### src/core/vfi_pkg.sv
// package of codes, offsets and reset values for the video format indication block
package vfi_pkg;
  // standard codes
  localparam logic [4:0] VFI_STD_720_25_EM  = 5'h07;
  localparam logic [4:0] VFI_STD_720_24     = 5'h08;
  localparam logic [4:0] VFI_STD_720_24_EM  = 5'h09;
  localparam logic [4:0] VFI_STD_1080_2200I = 5'h0A;
  localparam logic [4:0] VFI_STD_1080_2200P = 5'h0B;
  localparam logic [4:0] VFI_STD_1080_25I   = 5'h0C;
  localparam logic [4:0] VFI_STD_1080_25P   = 5'h0D;
  localparam logic [4:0] VFI_STD_1080_25P_EM = 5'h0E;
  localparam logic [4:0] VFI_STD_1080_25S_EM = 5'h0F;
  localparam logic [4:0] VFI_STD_1080_24P   = 5'h10;
  localparam logic [4:0] VFI_STD_1080_24S   = 5'h11;
  localparam logic [4:0] VFI_STD_1080_24P_EM = 5'h12;
  localparam logic [4:0] VFI_STD_1080_24S_EM = 5'h13;
  localparam logic [4:0] VFI_STD_525_487    = 5'h16;
  localparam logic [4:0] VFI_STD_525_507    = 5'h17;
  localparam logic [4:0] VFI_STD_625        = 5'h18;
  localparam logic [4:0] VFI_STD_525_487_G  = 5'h19;
  localparam logic [4:0] VFI_STD_625_G      = 5'h1A;
  localparam logic [4:0] VFI_STD_525_507_G  = 5'h1B;
  localparam logic [4:0] VFI_STD_RSV_A      = 5'h1C;
  localparam logic [4:0] VFI_STD_UNK_HD     = 5'h1D;
  localparam logic [4:0] VFI_STD_UNK_SD     = 5'h1E;
  localparam logic [4:0] VFI_STD_RSV_B      = 5'h1F;
  localparam logic [4:0] VFI_STD_RST        = 5'h1E;
  // total samples per line
  localparam logic [12:0] VFI_TS_3960 = 13'h0F78;
  localparam logic [12:0] VFI_TS_4125 = 13'h101D;
  localparam logic [12:0] VFI_TS_2200 = 13'h0898;
  localparam logic [12:0] VFI_TS_2640 = 13'h0A50;
  localparam logic [12:0] VFI_TS_2750 = 13'h0ABE;
  localparam logic [12:0] VFI_TS_1716 = 13'h06B4;
  localparam logic [12:0] VFI_TS_1728 = 13'h06C0;
  // active line counts for 525-line signals
  localparam logic [10:0] VFI_AL_487 = 11'h1E7;
  localparam logic [10:0] VFI_AL_507 = 11'h1FB;
  // data format codes
  localparam logic [3:0] VFI_FMT_DVCPRO    = 4'h0;
  localparam logic [3:0] VFI_FMT_DVCPRO_EC = 4'h1;
  localparam logic [3:0] VFI_FMT_DVCAM     = 4'h2;
  localparam logic [3:0] VFI_FMT_SDTI_CP   = 4'h3;
  localparam logic [3:0] VFI_FMT_SDTI_FIX  = 4'h4;
  localparam logic [3:0] VFI_FMT_SDTI_VAR  = 4'h5;
  localparam logic [3:0] VFI_FMT_SDI       = 4'h6;
  localparam logic [3:0] VFI_FMT_ASI       = 4'h7;
  localparam logic [3:0] VFI_FMT_TDM       = 4'h8;
  localparam logic [3:0] VFI_FMT_UNKNOWN   = 4'hF;
  // register byte offsets
  localparam logic [3:0] VFI_OFF_STATUS  = 4'h0;
  localparam logic [3:0] VFI_OFF_CONTROL = 4'h4;
  // field positions in the status word and the control word
  localparam int VFI_POS_STD  = 0;
  localparam int VFI_POS_LUMA = 8;
  localparam int VFI_POS_CHR  = 12;
  localparam int VFI_POS_RATE = 16;
  localparam int VFI_POS_LOCK = 17;
  localparam int VFI_POS_PASS = 0;
  localparam logic [1:0] VFI_RESP_OKAY   = 2'h0;
  localparam logic [1:0] VFI_RESP_SLVERR = 2'h2;
  localparam logic       VFI_PASS_RST    = 1'b0;
endpackage

### src/core/vfi_top.sv
// video format indication status block with axi4-lite register access
//
// The placing of the registers and the AXI4-Lite slave port were chosen for this implementation.
`timescale 1ns/1ps
// Operation
// - 720-line codes 07h, 08h, 09h
// - 1080-line 2640 samples give 0Ch-0Fh
// - 1080-line 2750 samples give 10h-13h
// - 525-line 1716 samples give 16h/17h/19h/1Bh
// - hd mode reports luma and chroma formats
// - formats Fh on reset, unlock, pass-through
// - format codes 3h-5h are sdti kinds
// - format codes 0h-8h defined, 9h-Eh reserved, Fh unknown
module vfi_top
  import vfi_pkg::*;
(
  input  wire logic        clock,
  input  wire logic        reset_n,
  input  wire logic        rate_select_indicator,
  input  wire logic        locked,
  input  wire logic        det_valid,
  input  wire logic [12:0] det_total_samples,
  input  wire logic [10:0] det_active_lines,
  input  wire logic        det_ext_mode,
  input  wire logic        det_seg_frame,
  input  wire logic        det_generic,
  input  wire logic        det_pal_625,
  input  wire logic [3:0]  det_luma_fmt,
  input  wire logic [3:0]  det_chroma_fmt,
  input  wire logic [3:0]  s_axi_awaddr,
  input  wire logic        s_axi_awvalid,
  output logic             s_axi_awready,
  input  wire logic [31:0] s_axi_wdata,
  input  wire logic [3:0]  s_axi_wstrb,
  input  wire logic        s_axi_wvalid,
  output logic             s_axi_wready,
  output logic [1:0]       s_axi_bresp,
  output logic             s_axi_bvalid,
  input  wire logic        s_axi_bready,
  input  wire logic [3:0]  s_axi_araddr,
  input  wire logic        s_axi_arvalid,
  output logic             s_axi_arready,
  output logic [31:0]      s_axi_rdata,
  output logic [1:0]       s_axi_rresp,
  output logic             s_axi_rvalid,
  input  wire logic        s_axi_rready,
  output logic [4:0]       video_standard_code,
  output logic [3:0]       luma_format_code,
  output logic [3:0]       chroma_format_code
);
  logic        rate_meta_reg;
  logic        rate_sync_reg;
  logic        lock_meta_reg;
  logic        lock_sync_reg;
  logic        pass_reg;
  logic [4:0]  std_reg;
  logic [4:0]  std_next;
  logic [3:0]  luma_reg;
  logic [3:0]  luma_next;
  logic [3:0]  chroma_reg;
  logic [3:0]  chroma_next;
  logic [4:0]  std_raw;
  logic        aw_held_reg;
  logic [3:0]  aw_addr_reg;
  logic        w_held_reg;
  logic [31:0] w_data_reg;
  logic        w_strb0_reg;
  wire         wr_fire = aw_held_reg && w_held_reg && !s_axi_bvalid;
  wire         wr_ctrl = wr_fire && aw_addr_reg == VFI_OFF_CONTROL;
  wire         rd_fire = s_axi_arvalid && s_axi_arready;

  // format codes only take defined values; reserved ones fall to unknown
  function automatic logic [3:0] vfi_fmt_clean(input logic [3:0] code);
    vfi_fmt_clean = (code > VFI_FMT_TDM) ? VFI_FMT_UNKNOWN : code;
  endfunction

  // pin inputs pass two flops before use
  always_ff @(posedge clock or negedge reset_n) begin
    if (!reset_n) begin
      rate_meta_reg <= 1'b0;
      rate_sync_reg <= 1'b0;
      lock_meta_reg <= 1'b0;
      lock_sync_reg <= 1'b0;
    end else begin
      rate_meta_reg <= rate_select_indicator;
      rate_sync_reg <= rate_meta_reg;
      lock_meta_reg <= locked;
      lock_sync_reg <= lock_meta_reg;
    end
  end

  vfi_std_decode u_decode (
    .sd_mode       (rate_sync_reg),
    .total_samples (det_total_samples),
    .active_lines  (det_active_lines),
    .ext_mode      (det_ext_mode),
    .seg_frame     (det_seg_frame),
    .generic       (det_generic),
    .pal_625       (det_pal_625),
    .std_code      (std_raw)
  );

  // next status values
  wire fmt_clear = !lock_sync_reg || pass_reg;
  always_comb begin
    std_next    = std_reg;
    luma_next   = luma_reg;
    chroma_next = chroma_reg;
    if (det_valid) begin
      std_next = std_raw;
    end
    if (fmt_clear) begin
      luma_next   = VFI_FMT_UNKNOWN;
      chroma_next = VFI_FMT_UNKNOWN;
    end else if (det_valid) begin
      luma_next   = vfi_fmt_clean(det_luma_fmt);
      chroma_next = rate_sync_reg ? VFI_FMT_UNKNOWN
                                  : vfi_fmt_clean(det_chroma_fmt);
    end else if (rate_sync_reg) begin
      chroma_next = VFI_FMT_UNKNOWN;
    end
  end

  // status registers
  always_ff @(posedge clock or negedge reset_n) begin
    if (!reset_n) begin
      std_reg    <= VFI_STD_RST;
      luma_reg   <= VFI_FMT_UNKNOWN;
      chroma_reg <= VFI_FMT_UNKNOWN;
    end else begin
      std_reg    <= std_next;
      luma_reg   <= luma_next;
      chroma_reg <= chroma_next;
    end
  end

  assign video_standard_code = std_reg;
  assign luma_format_code    = luma_reg;
  assign chroma_format_code  = chroma_reg;

  // write channel capture, either order
  always_ff @(posedge clock or negedge reset_n) begin
    if (!reset_n) begin
      aw_held_reg  <= 1'b0;
      aw_addr_reg  <= 4'h0;
      w_held_reg   <= 1'b0;
      w_data_reg   <= 32'h0000_0000;
      w_strb0_reg  <= 1'b0;
      s_axi_bvalid <= 1'b0;
      pass_reg     <= VFI_PASS_RST;
    end else begin
      if (s_axi_awvalid && s_axi_awready) begin
        aw_held_reg <= 1'b1;
        aw_addr_reg <= s_axi_awaddr;
      end
      if (s_axi_wvalid && s_axi_wready) begin
        w_held_reg  <= 1'b1;
        w_data_reg  <= s_axi_wdata;
        w_strb0_reg <= s_axi_wstrb[0];
      end
      if (wr_fire) begin
        aw_held_reg  <= 1'b0;
        w_held_reg   <= 1'b0;
        s_axi_bvalid <= 1'b1;
        if (wr_ctrl && w_strb0_reg) begin
          pass_reg <= w_data_reg[VFI_POS_PASS];
        end
      end else if (s_axi_bvalid && s_axi_bready) begin
        s_axi_bvalid <= 1'b0;
      end
    end
  end

  // write answer codes
  always_ff @(posedge clock or negedge reset_n) begin
    if (!reset_n) begin
      s_axi_bresp <= VFI_RESP_OKAY;
    end else if (wr_fire) begin
      s_axi_bresp <= wr_ctrl ? VFI_RESP_OKAY : VFI_RESP_SLVERR;
    end
  end

  // ready flags registered so outputs come from flops
  always_ff @(posedge clock or negedge reset_n) begin
    if (!reset_n) begin
      s_axi_awready <= 1'b0;
      s_axi_wready  <= 1'b0;
      s_axi_arready <= 1'b0;
    end else begin
      s_axi_awready <= !aw_held_reg && !(s_axi_awvalid && s_axi_awready) && !s_axi_bvalid;
      s_axi_wready  <= !w_held_reg && !(s_axi_wvalid && s_axi_wready) && !s_axi_bvalid;
      s_axi_arready <= !s_axi_rvalid && !rd_fire;
    end
  end

  // read data selection
  wire [31:0] status_word = {14'h0000, lock_sync_reg, rate_sync_reg,
                             chroma_reg, luma_reg, 3'h0, std_reg};
  wire        rd_ok  = s_axi_araddr == VFI_OFF_STATUS || s_axi_araddr == VFI_OFF_CONTROL;
  wire [31:0] rd_sel = (s_axi_araddr == VFI_OFF_STATUS) ? status_word :
                       (s_axi_araddr == VFI_OFF_CONTROL) ? {31'h0000_0000, pass_reg} :
                       32'h0000_0000;
  always_ff @(posedge clock or negedge reset_n) begin
    if (!reset_n) begin
      s_axi_rvalid <= 1'b0;
      s_axi_rdata  <= 32'h0000_0000;
      s_axi_rresp  <= VFI_RESP_OKAY;
    end else if (rd_fire) begin
      s_axi_rvalid <= 1'b1;
      s_axi_rdata  <= rd_sel;
      s_axi_rresp  <= rd_ok ? VFI_RESP_OKAY : VFI_RESP_SLVERR;
    end else if (s_axi_rvalid && s_axi_rready) begin
      s_axi_rvalid <= 1'b0;
    end
  end

  // checks
  a_fmt_unlock_clear: assert property (@(posedge clock) disable iff (!reset_n)
    !lock_sync_reg |=> luma_reg == VFI_FMT_UNKNOWN && chroma_reg == VFI_FMT_UNKNOWN)
    else $error("format not unknown after unlock");
  a_fmt_pass_clear: assert property (@(posedge clock) disable iff (!reset_n)
    pass_reg |=> luma_reg == VFI_FMT_UNKNOWN && chroma_reg == VFI_FMT_UNKNOWN)
    else $error("format not unknown in pass-through");
  a_chroma_sd_ones: assert property (@(posedge clock) disable iff (!reset_n)
    rate_sync_reg |=> chroma_reg == VFI_FMT_UNKNOWN)
    else $error("chroma not unknown in sd");
  a_fmt_hd_load: assert property (@(posedge clock) disable iff (!reset_n)
    det_valid && !fmt_clear && !rate_sync_reg && det_chroma_fmt <= VFI_FMT_TDM
    |=> chroma_reg == $past(det_chroma_fmt) && luma_reg == vfi_fmt_clean($past(det_luma_fmt)))
    else $error("hd formats not loaded");
  a_fmt_no_rsv: assert property (@(posedge clock) disable iff (!reset_n)
    luma_reg <= VFI_FMT_TDM || luma_reg == VFI_FMT_UNKNOWN)
    else $error("reserved luma format");
  a_std_no_rsv: assert property (@(posedge clock) disable iff (!reset_n)
    std_reg != VFI_STD_RSV_A && std_reg != VFI_STD_RSV_B)
    else $error("reserved standard code");
  a_std_720_24: assert property (@(posedge clock) disable iff (!reset_n)
    det_valid && !rate_sync_reg && det_total_samples == VFI_TS_4125
    |=> std_reg == ($past(det_ext_mode) ? VFI_STD_720_24_EM : VFI_STD_720_24))
    else $error("720 24 code wrong");
  a_std_1080_25: assert property (@(posedge clock) disable iff (!reset_n)
    det_valid && !rate_sync_reg && det_total_samples == VFI_TS_2640
    |=> std_reg >= VFI_STD_1080_25I && std_reg <= VFI_STD_1080_25S_EM)
    else $error("1080 2640 code out of range");
  a_std_1080_24: assert property (@(posedge clock) disable iff (!reset_n)
    det_valid && !rate_sync_reg && det_total_samples == VFI_TS_2750
    |=> std_reg >= VFI_STD_1080_24P && std_reg <= VFI_STD_1080_24S_EM)
    else $error("1080 2750 code out of range");
  a_std_525: assert property (@(posedge clock) disable iff (!reset_n)
    det_valid && rate_sync_reg && !det_pal_625 && det_total_samples == VFI_TS_1716
    && det_active_lines == VFI_AL_487 && !det_generic |=> std_reg == VFI_STD_525_487)
    else $error("525 487 code wrong");
endmodule

### src/core/vfi_std_decode.sv
// combinational classifier from measured line timing to standard code
`timescale 1ns/1ps
module vfi_std_decode
  import vfi_pkg::*;
(
  input  wire logic        sd_mode,
  input  wire logic [12:0] total_samples,
  input  wire logic [10:0] active_lines,
  input  wire logic        ext_mode,
  input  wire logic        seg_frame,
  input  wire logic        generic,
  input  wire logic        pal_625,
  output logic [4:0]       std_code
);
  // classify; fallbacks give unknown codes so reserved codes never appear
  always_comb begin
    std_code = sd_mode ? VFI_STD_UNK_SD : VFI_STD_UNK_HD;
    if (!sd_mode) begin
      if (total_samples == VFI_TS_3960 && ext_mode) begin
        std_code = VFI_STD_720_25_EM;
      end else if (total_samples == VFI_TS_4125) begin
        std_code = ext_mode ? VFI_STD_720_24_EM : VFI_STD_720_24;
      end else if (total_samples == VFI_TS_2200 && !ext_mode) begin
        std_code = seg_frame ? VFI_STD_1080_2200I : VFI_STD_1080_2200P;
      end else if (total_samples == VFI_TS_2640) begin
        case ({ext_mode, seg_frame})
          2'b00:   std_code = VFI_STD_1080_25P;
          2'b01:   std_code = VFI_STD_1080_25I;
          2'b10:   std_code = VFI_STD_1080_25P_EM;
          default: std_code = VFI_STD_1080_25S_EM;
        endcase
      end else if (total_samples == VFI_TS_2750) begin
        case ({ext_mode, seg_frame})
          2'b00:   std_code = VFI_STD_1080_24P;
          2'b01:   std_code = VFI_STD_1080_24S;
          2'b10:   std_code = VFI_STD_1080_24P_EM;
          default: std_code = VFI_STD_1080_24S_EM;
        endcase
      end
    end else if (pal_625 && total_samples == VFI_TS_1728) begin
      std_code = generic ? VFI_STD_625_G : VFI_STD_625;
    end else if (!pal_625 && total_samples == VFI_TS_1716) begin
      if (active_lines == VFI_AL_487) begin
        std_code = generic ? VFI_STD_525_487_G : VFI_STD_525_487;
      end else if (active_lines == VFI_AL_507) begin
        std_code = generic ? VFI_STD_525_507_G : VFI_STD_525_507;
      end
    end
  end
endmodule

### config.mk
export PLATFORM = sky130hd
export DESIGN_NAME = vfi_top
export DESIGN_NICKNAME = d
export VERILOG_FILES = /design/src/core/vfi_pkg.sv /design/src/core/vfi_top.sv /design/src/core/vfi_std_decode.sv
export SDC_FILE = /design/constraint.sdc
export NUM_CORES = 1
export LEC_CHECK = 0
export BUFFER_PORTS_ARGS = -buffer_cell sky130_fd_sc_hd__buf_4
export CAP_MARGIN = 20
export CORE_MARGIN = 4
export CORE_UTILIZATION = 34
export DETAILED_ROUTE_END_ITERATION = 7
export PLACE_DENSITY_LB_ADDON = 0.1
export SLEW_MARGIN = 5
export SYNTH_ARGS = -nofsm -noshare
export SYNTH_HDL_FRONTEND = slang
export SYNTH_SLANG_ARGS = --single-unit
### constraint.sdc
create_clock -name clock -period 1.95 [get_ports clock]
set_clock_uncertainty 0.05 [all_clocks]
set_input_delay 0.195 -clock clock [delete_from_list [all_inputs] [get_ports clock]]
set_output_delay 0.195 -clock clock [all_outputs]
set_load 0.02 [all_outputs]
==> impl_metrics.toml <==
[status]
run_status = "completed"

[clock_tree]
tritoncts = "done"
cts_sink_count = 48
htree_levels = 2
clkLatencyLatePin_ps = 290
cts_root_buf = "clkbuf_8"
postCtsResizedCells = 0
cts.reportedPaths.clkPinSlew_ps = 80
cts_buffer_depth = 2
numCtsBuffers = 5
post-cts-setup-buffers = 0

[synthesis]
synth.yosys.seq_area_share_pct = 50.44
synthDominantAreaCellType = "dfrtp_1"
synth_most_common_cell = "dfrtp_1"
ys_async_sr_fraction_pct = 100.0
synth_warn = 0
instance_count_of_the_mapped_netlist = 216
yosys-top-cells-area = "dfrtp_1 37%, dfstp_2 13%, buf_4 5.9%"
synth_area_sq_mm = 0.002411
synth.distinct_cells = 53
synth-edff-count = 0
synthDominantCellAreaShare_pct = 37.36
synth.cells.most_frequent = "36 x dfrtp_1, 19 x buf_4, 14 x a22o_1, 14 x nand2_1"
synth_seq_cells = 48
ys_dominant_reg_cell = "dfrtp_1"
syn-mean-instance-area_sq_um = 11.16

[timing]
holdWs_ps = 22.69
post-route-period-util_pct = 82.44
timing.final.crit_period_ps = 1608
tightestPinTransition_ps = 604.3
slew_headroom_pct = 59.72
fmax_mhz = 622.0
totalNegativeSetupSlack_ps = 0
timing.final.max_slew_violations = 0
timing.final.setup_violations = 0
rsz_0062_raised_after_global_routing = "false"
finalHoldViolations = 0

[die]
fp.dieArea_sq_mm = 0.008503
io-pin-count = 144
initial_core_util_pct = 35.29
row_count = 30
core_area_sq_mm = 0.006832
fp.dieW_um = 92.21
die-height_um = 92.21

[routing]
detailedRoute.firstPassIterationCount = 5
drc = 0
post_drt_antenna_nets = 0
drt_wl_total_mm = 5.979
vias = 2029
post_drt_via_cell_ratio = 4.854
detail_route.wl_per_cell_um = 14.30
drt_first_iter_violations = 71

[layout]
largest_register = "s_axi_rdata"
nets = 414
finish.instance_area_sq_mm = 0.003324
drive_gt1_share_pct = 42.86
insertedDiodeCount = 0
ff_latch_area_sq_mm = 0.001216
num-fill-cells = 663
largest_register_ffs = 15
multiInputGateArea_sq_mm = 0.001090
areaGrowthSynthToFinish_pct = 37.88

[power]
p_leak_nw = 1.511
max-vdd-ir-drop_mv = 0.3152
finalPower_mw = 2.739
cellPowerDensity_mw_per_mm2 = 824.0

[critical_path]
crit_required_ps = 2130
timing.critical_path.to_type = "register"
reg2reg_depth = 3
crit_path_max_fanout = 4
crit_chain = "buf_4, or3b_4, or4_4, a21oi_2, a31oi_1, mux2_4"
biggest_cell_delay_along_the_critical_path_ps = 580
critical_path_s_slowest_cell = "or4_4"
critical_path.startpoint_type = "input pin"
classification_of_the_worst_setup_path = "input pin to register"
timing.critical_path.arrival_ps = 1780

[hold_path]
hold_depth = 2
min_path_type = "input pin to register"

[placed_design]
finalWeightedCongestion = 0.8611
postPlaceCellArea_sq_mm = 0.003188
hpwlAfterDp_mm = 4.769
port_buffers = 90

[global_routing]
initial_antenna_violation_count = 0
via_count_of_the_first_global_routing_pass = 2085
grt_start_max_net_pins = 49
grt_use_total_pct = 14.60
grt_first_pass_wirelength_mm = 9.984
global_route_congestion_overflow_total = 0

[run]
max_cap_violation_count = 0
cell usage in the layout (no fill, tap or decap), types with 5 or more instances in the layout:
| cell | count |
|---|---|
| a22o_1 | 14 |
| clkbuf_8 | 6 |
| a21oi_1 | 9 |
| nand2_1 | 14 |
| dfrtp_1 | 36 |
| inv_1 | 5 |
| conb_1 | 19 |
| nor2_1 | 12 |
| buf_4 | 99 |
| nor2b_1 | 6 |
| dfstp_2 | 12 |
| mux2_2 | 8 |
logic make-up (layout without fill, tap and decap cells):
family                     after synthesis  after routing  synth area share [%]
and+or+nand+nor                         76             76                 19.77
AOI/OAI and AO/OA                       49             49                 15.52
DFF                                     48             48                 50.44
buffers and inverters                   28            116                 7.369
muxes                                   11             11                 5.189
adders and majority gates                3              3                 1.557
other                                    1             19                0.1555
per-stage QoR:
step           std cells  util (%)  setup slack, ps
6_report             418     48.66            342.4
3_5_place_dp         406     46.67            23.42
5_1_grt              418     48.66            247.1
4_1_cts              417     48.52            339.5
3_3_place_gp         406     46.67            23.25
2_1_floorplan        234         -            233.5
worst paths after layout:
path | start | slack [ps] | endpoint
max in group asynchronous | reset_n | 1040 | s_axi_rdata[14]
worst min-delay path | s_axi_arvalid | 20 | s_axi_arready
worst min register to register | rate_meta_reg | 300 | rate_sync_reg
worst max register to register | aw_addr_reg[1] | 500 | pass_reg
min in group asynchronous | reset_n | 390 | s_axi_rdata[10]
worst max-delay path | det_total_samples[6] | 340 | video_standard_code[3]
final cells by class:
class	count	area share (%)
Clock buffer	6	2.484
Clock inverter	2	0.4140
Inverter	5	0.5645
Multi-Input combinational cell	158	32.78
Sequential cell	48	36.58
Tap cell	96	3.613
Timing Repair Buffer	103	23.56
where the power goes:
group / internal, mW / switching, mW / total [mW]
logic: 0.388 / 0.411 / 0.799
registers: 1.20 / 0.119 / 1.32
clock network: 0.290 / 0.329 / 0.619
total: 1.88 / 0.860 / 2.74
worst max-delay path: cells and delay by family:
family	cells	cell delay [ps]
buf+inv	1	110
mux	1	260
compound gates	2	210
simple gates	2	1000
layer usage:
layer | GRT usage (%) | share of wire (%)
met5 | 0 | 0
met4 | 3.713 | 0.60
met3 | 4.020 | 8.0
met2 | 24.82 | 49
met1 | 18.29 | 42
repair_timing:
action                     CTS  global route
hold endpoints to repair    38             1
hold buffers                 3             1
setup endpoints to repair    0             0
Power figures use the tool's default switching activity.
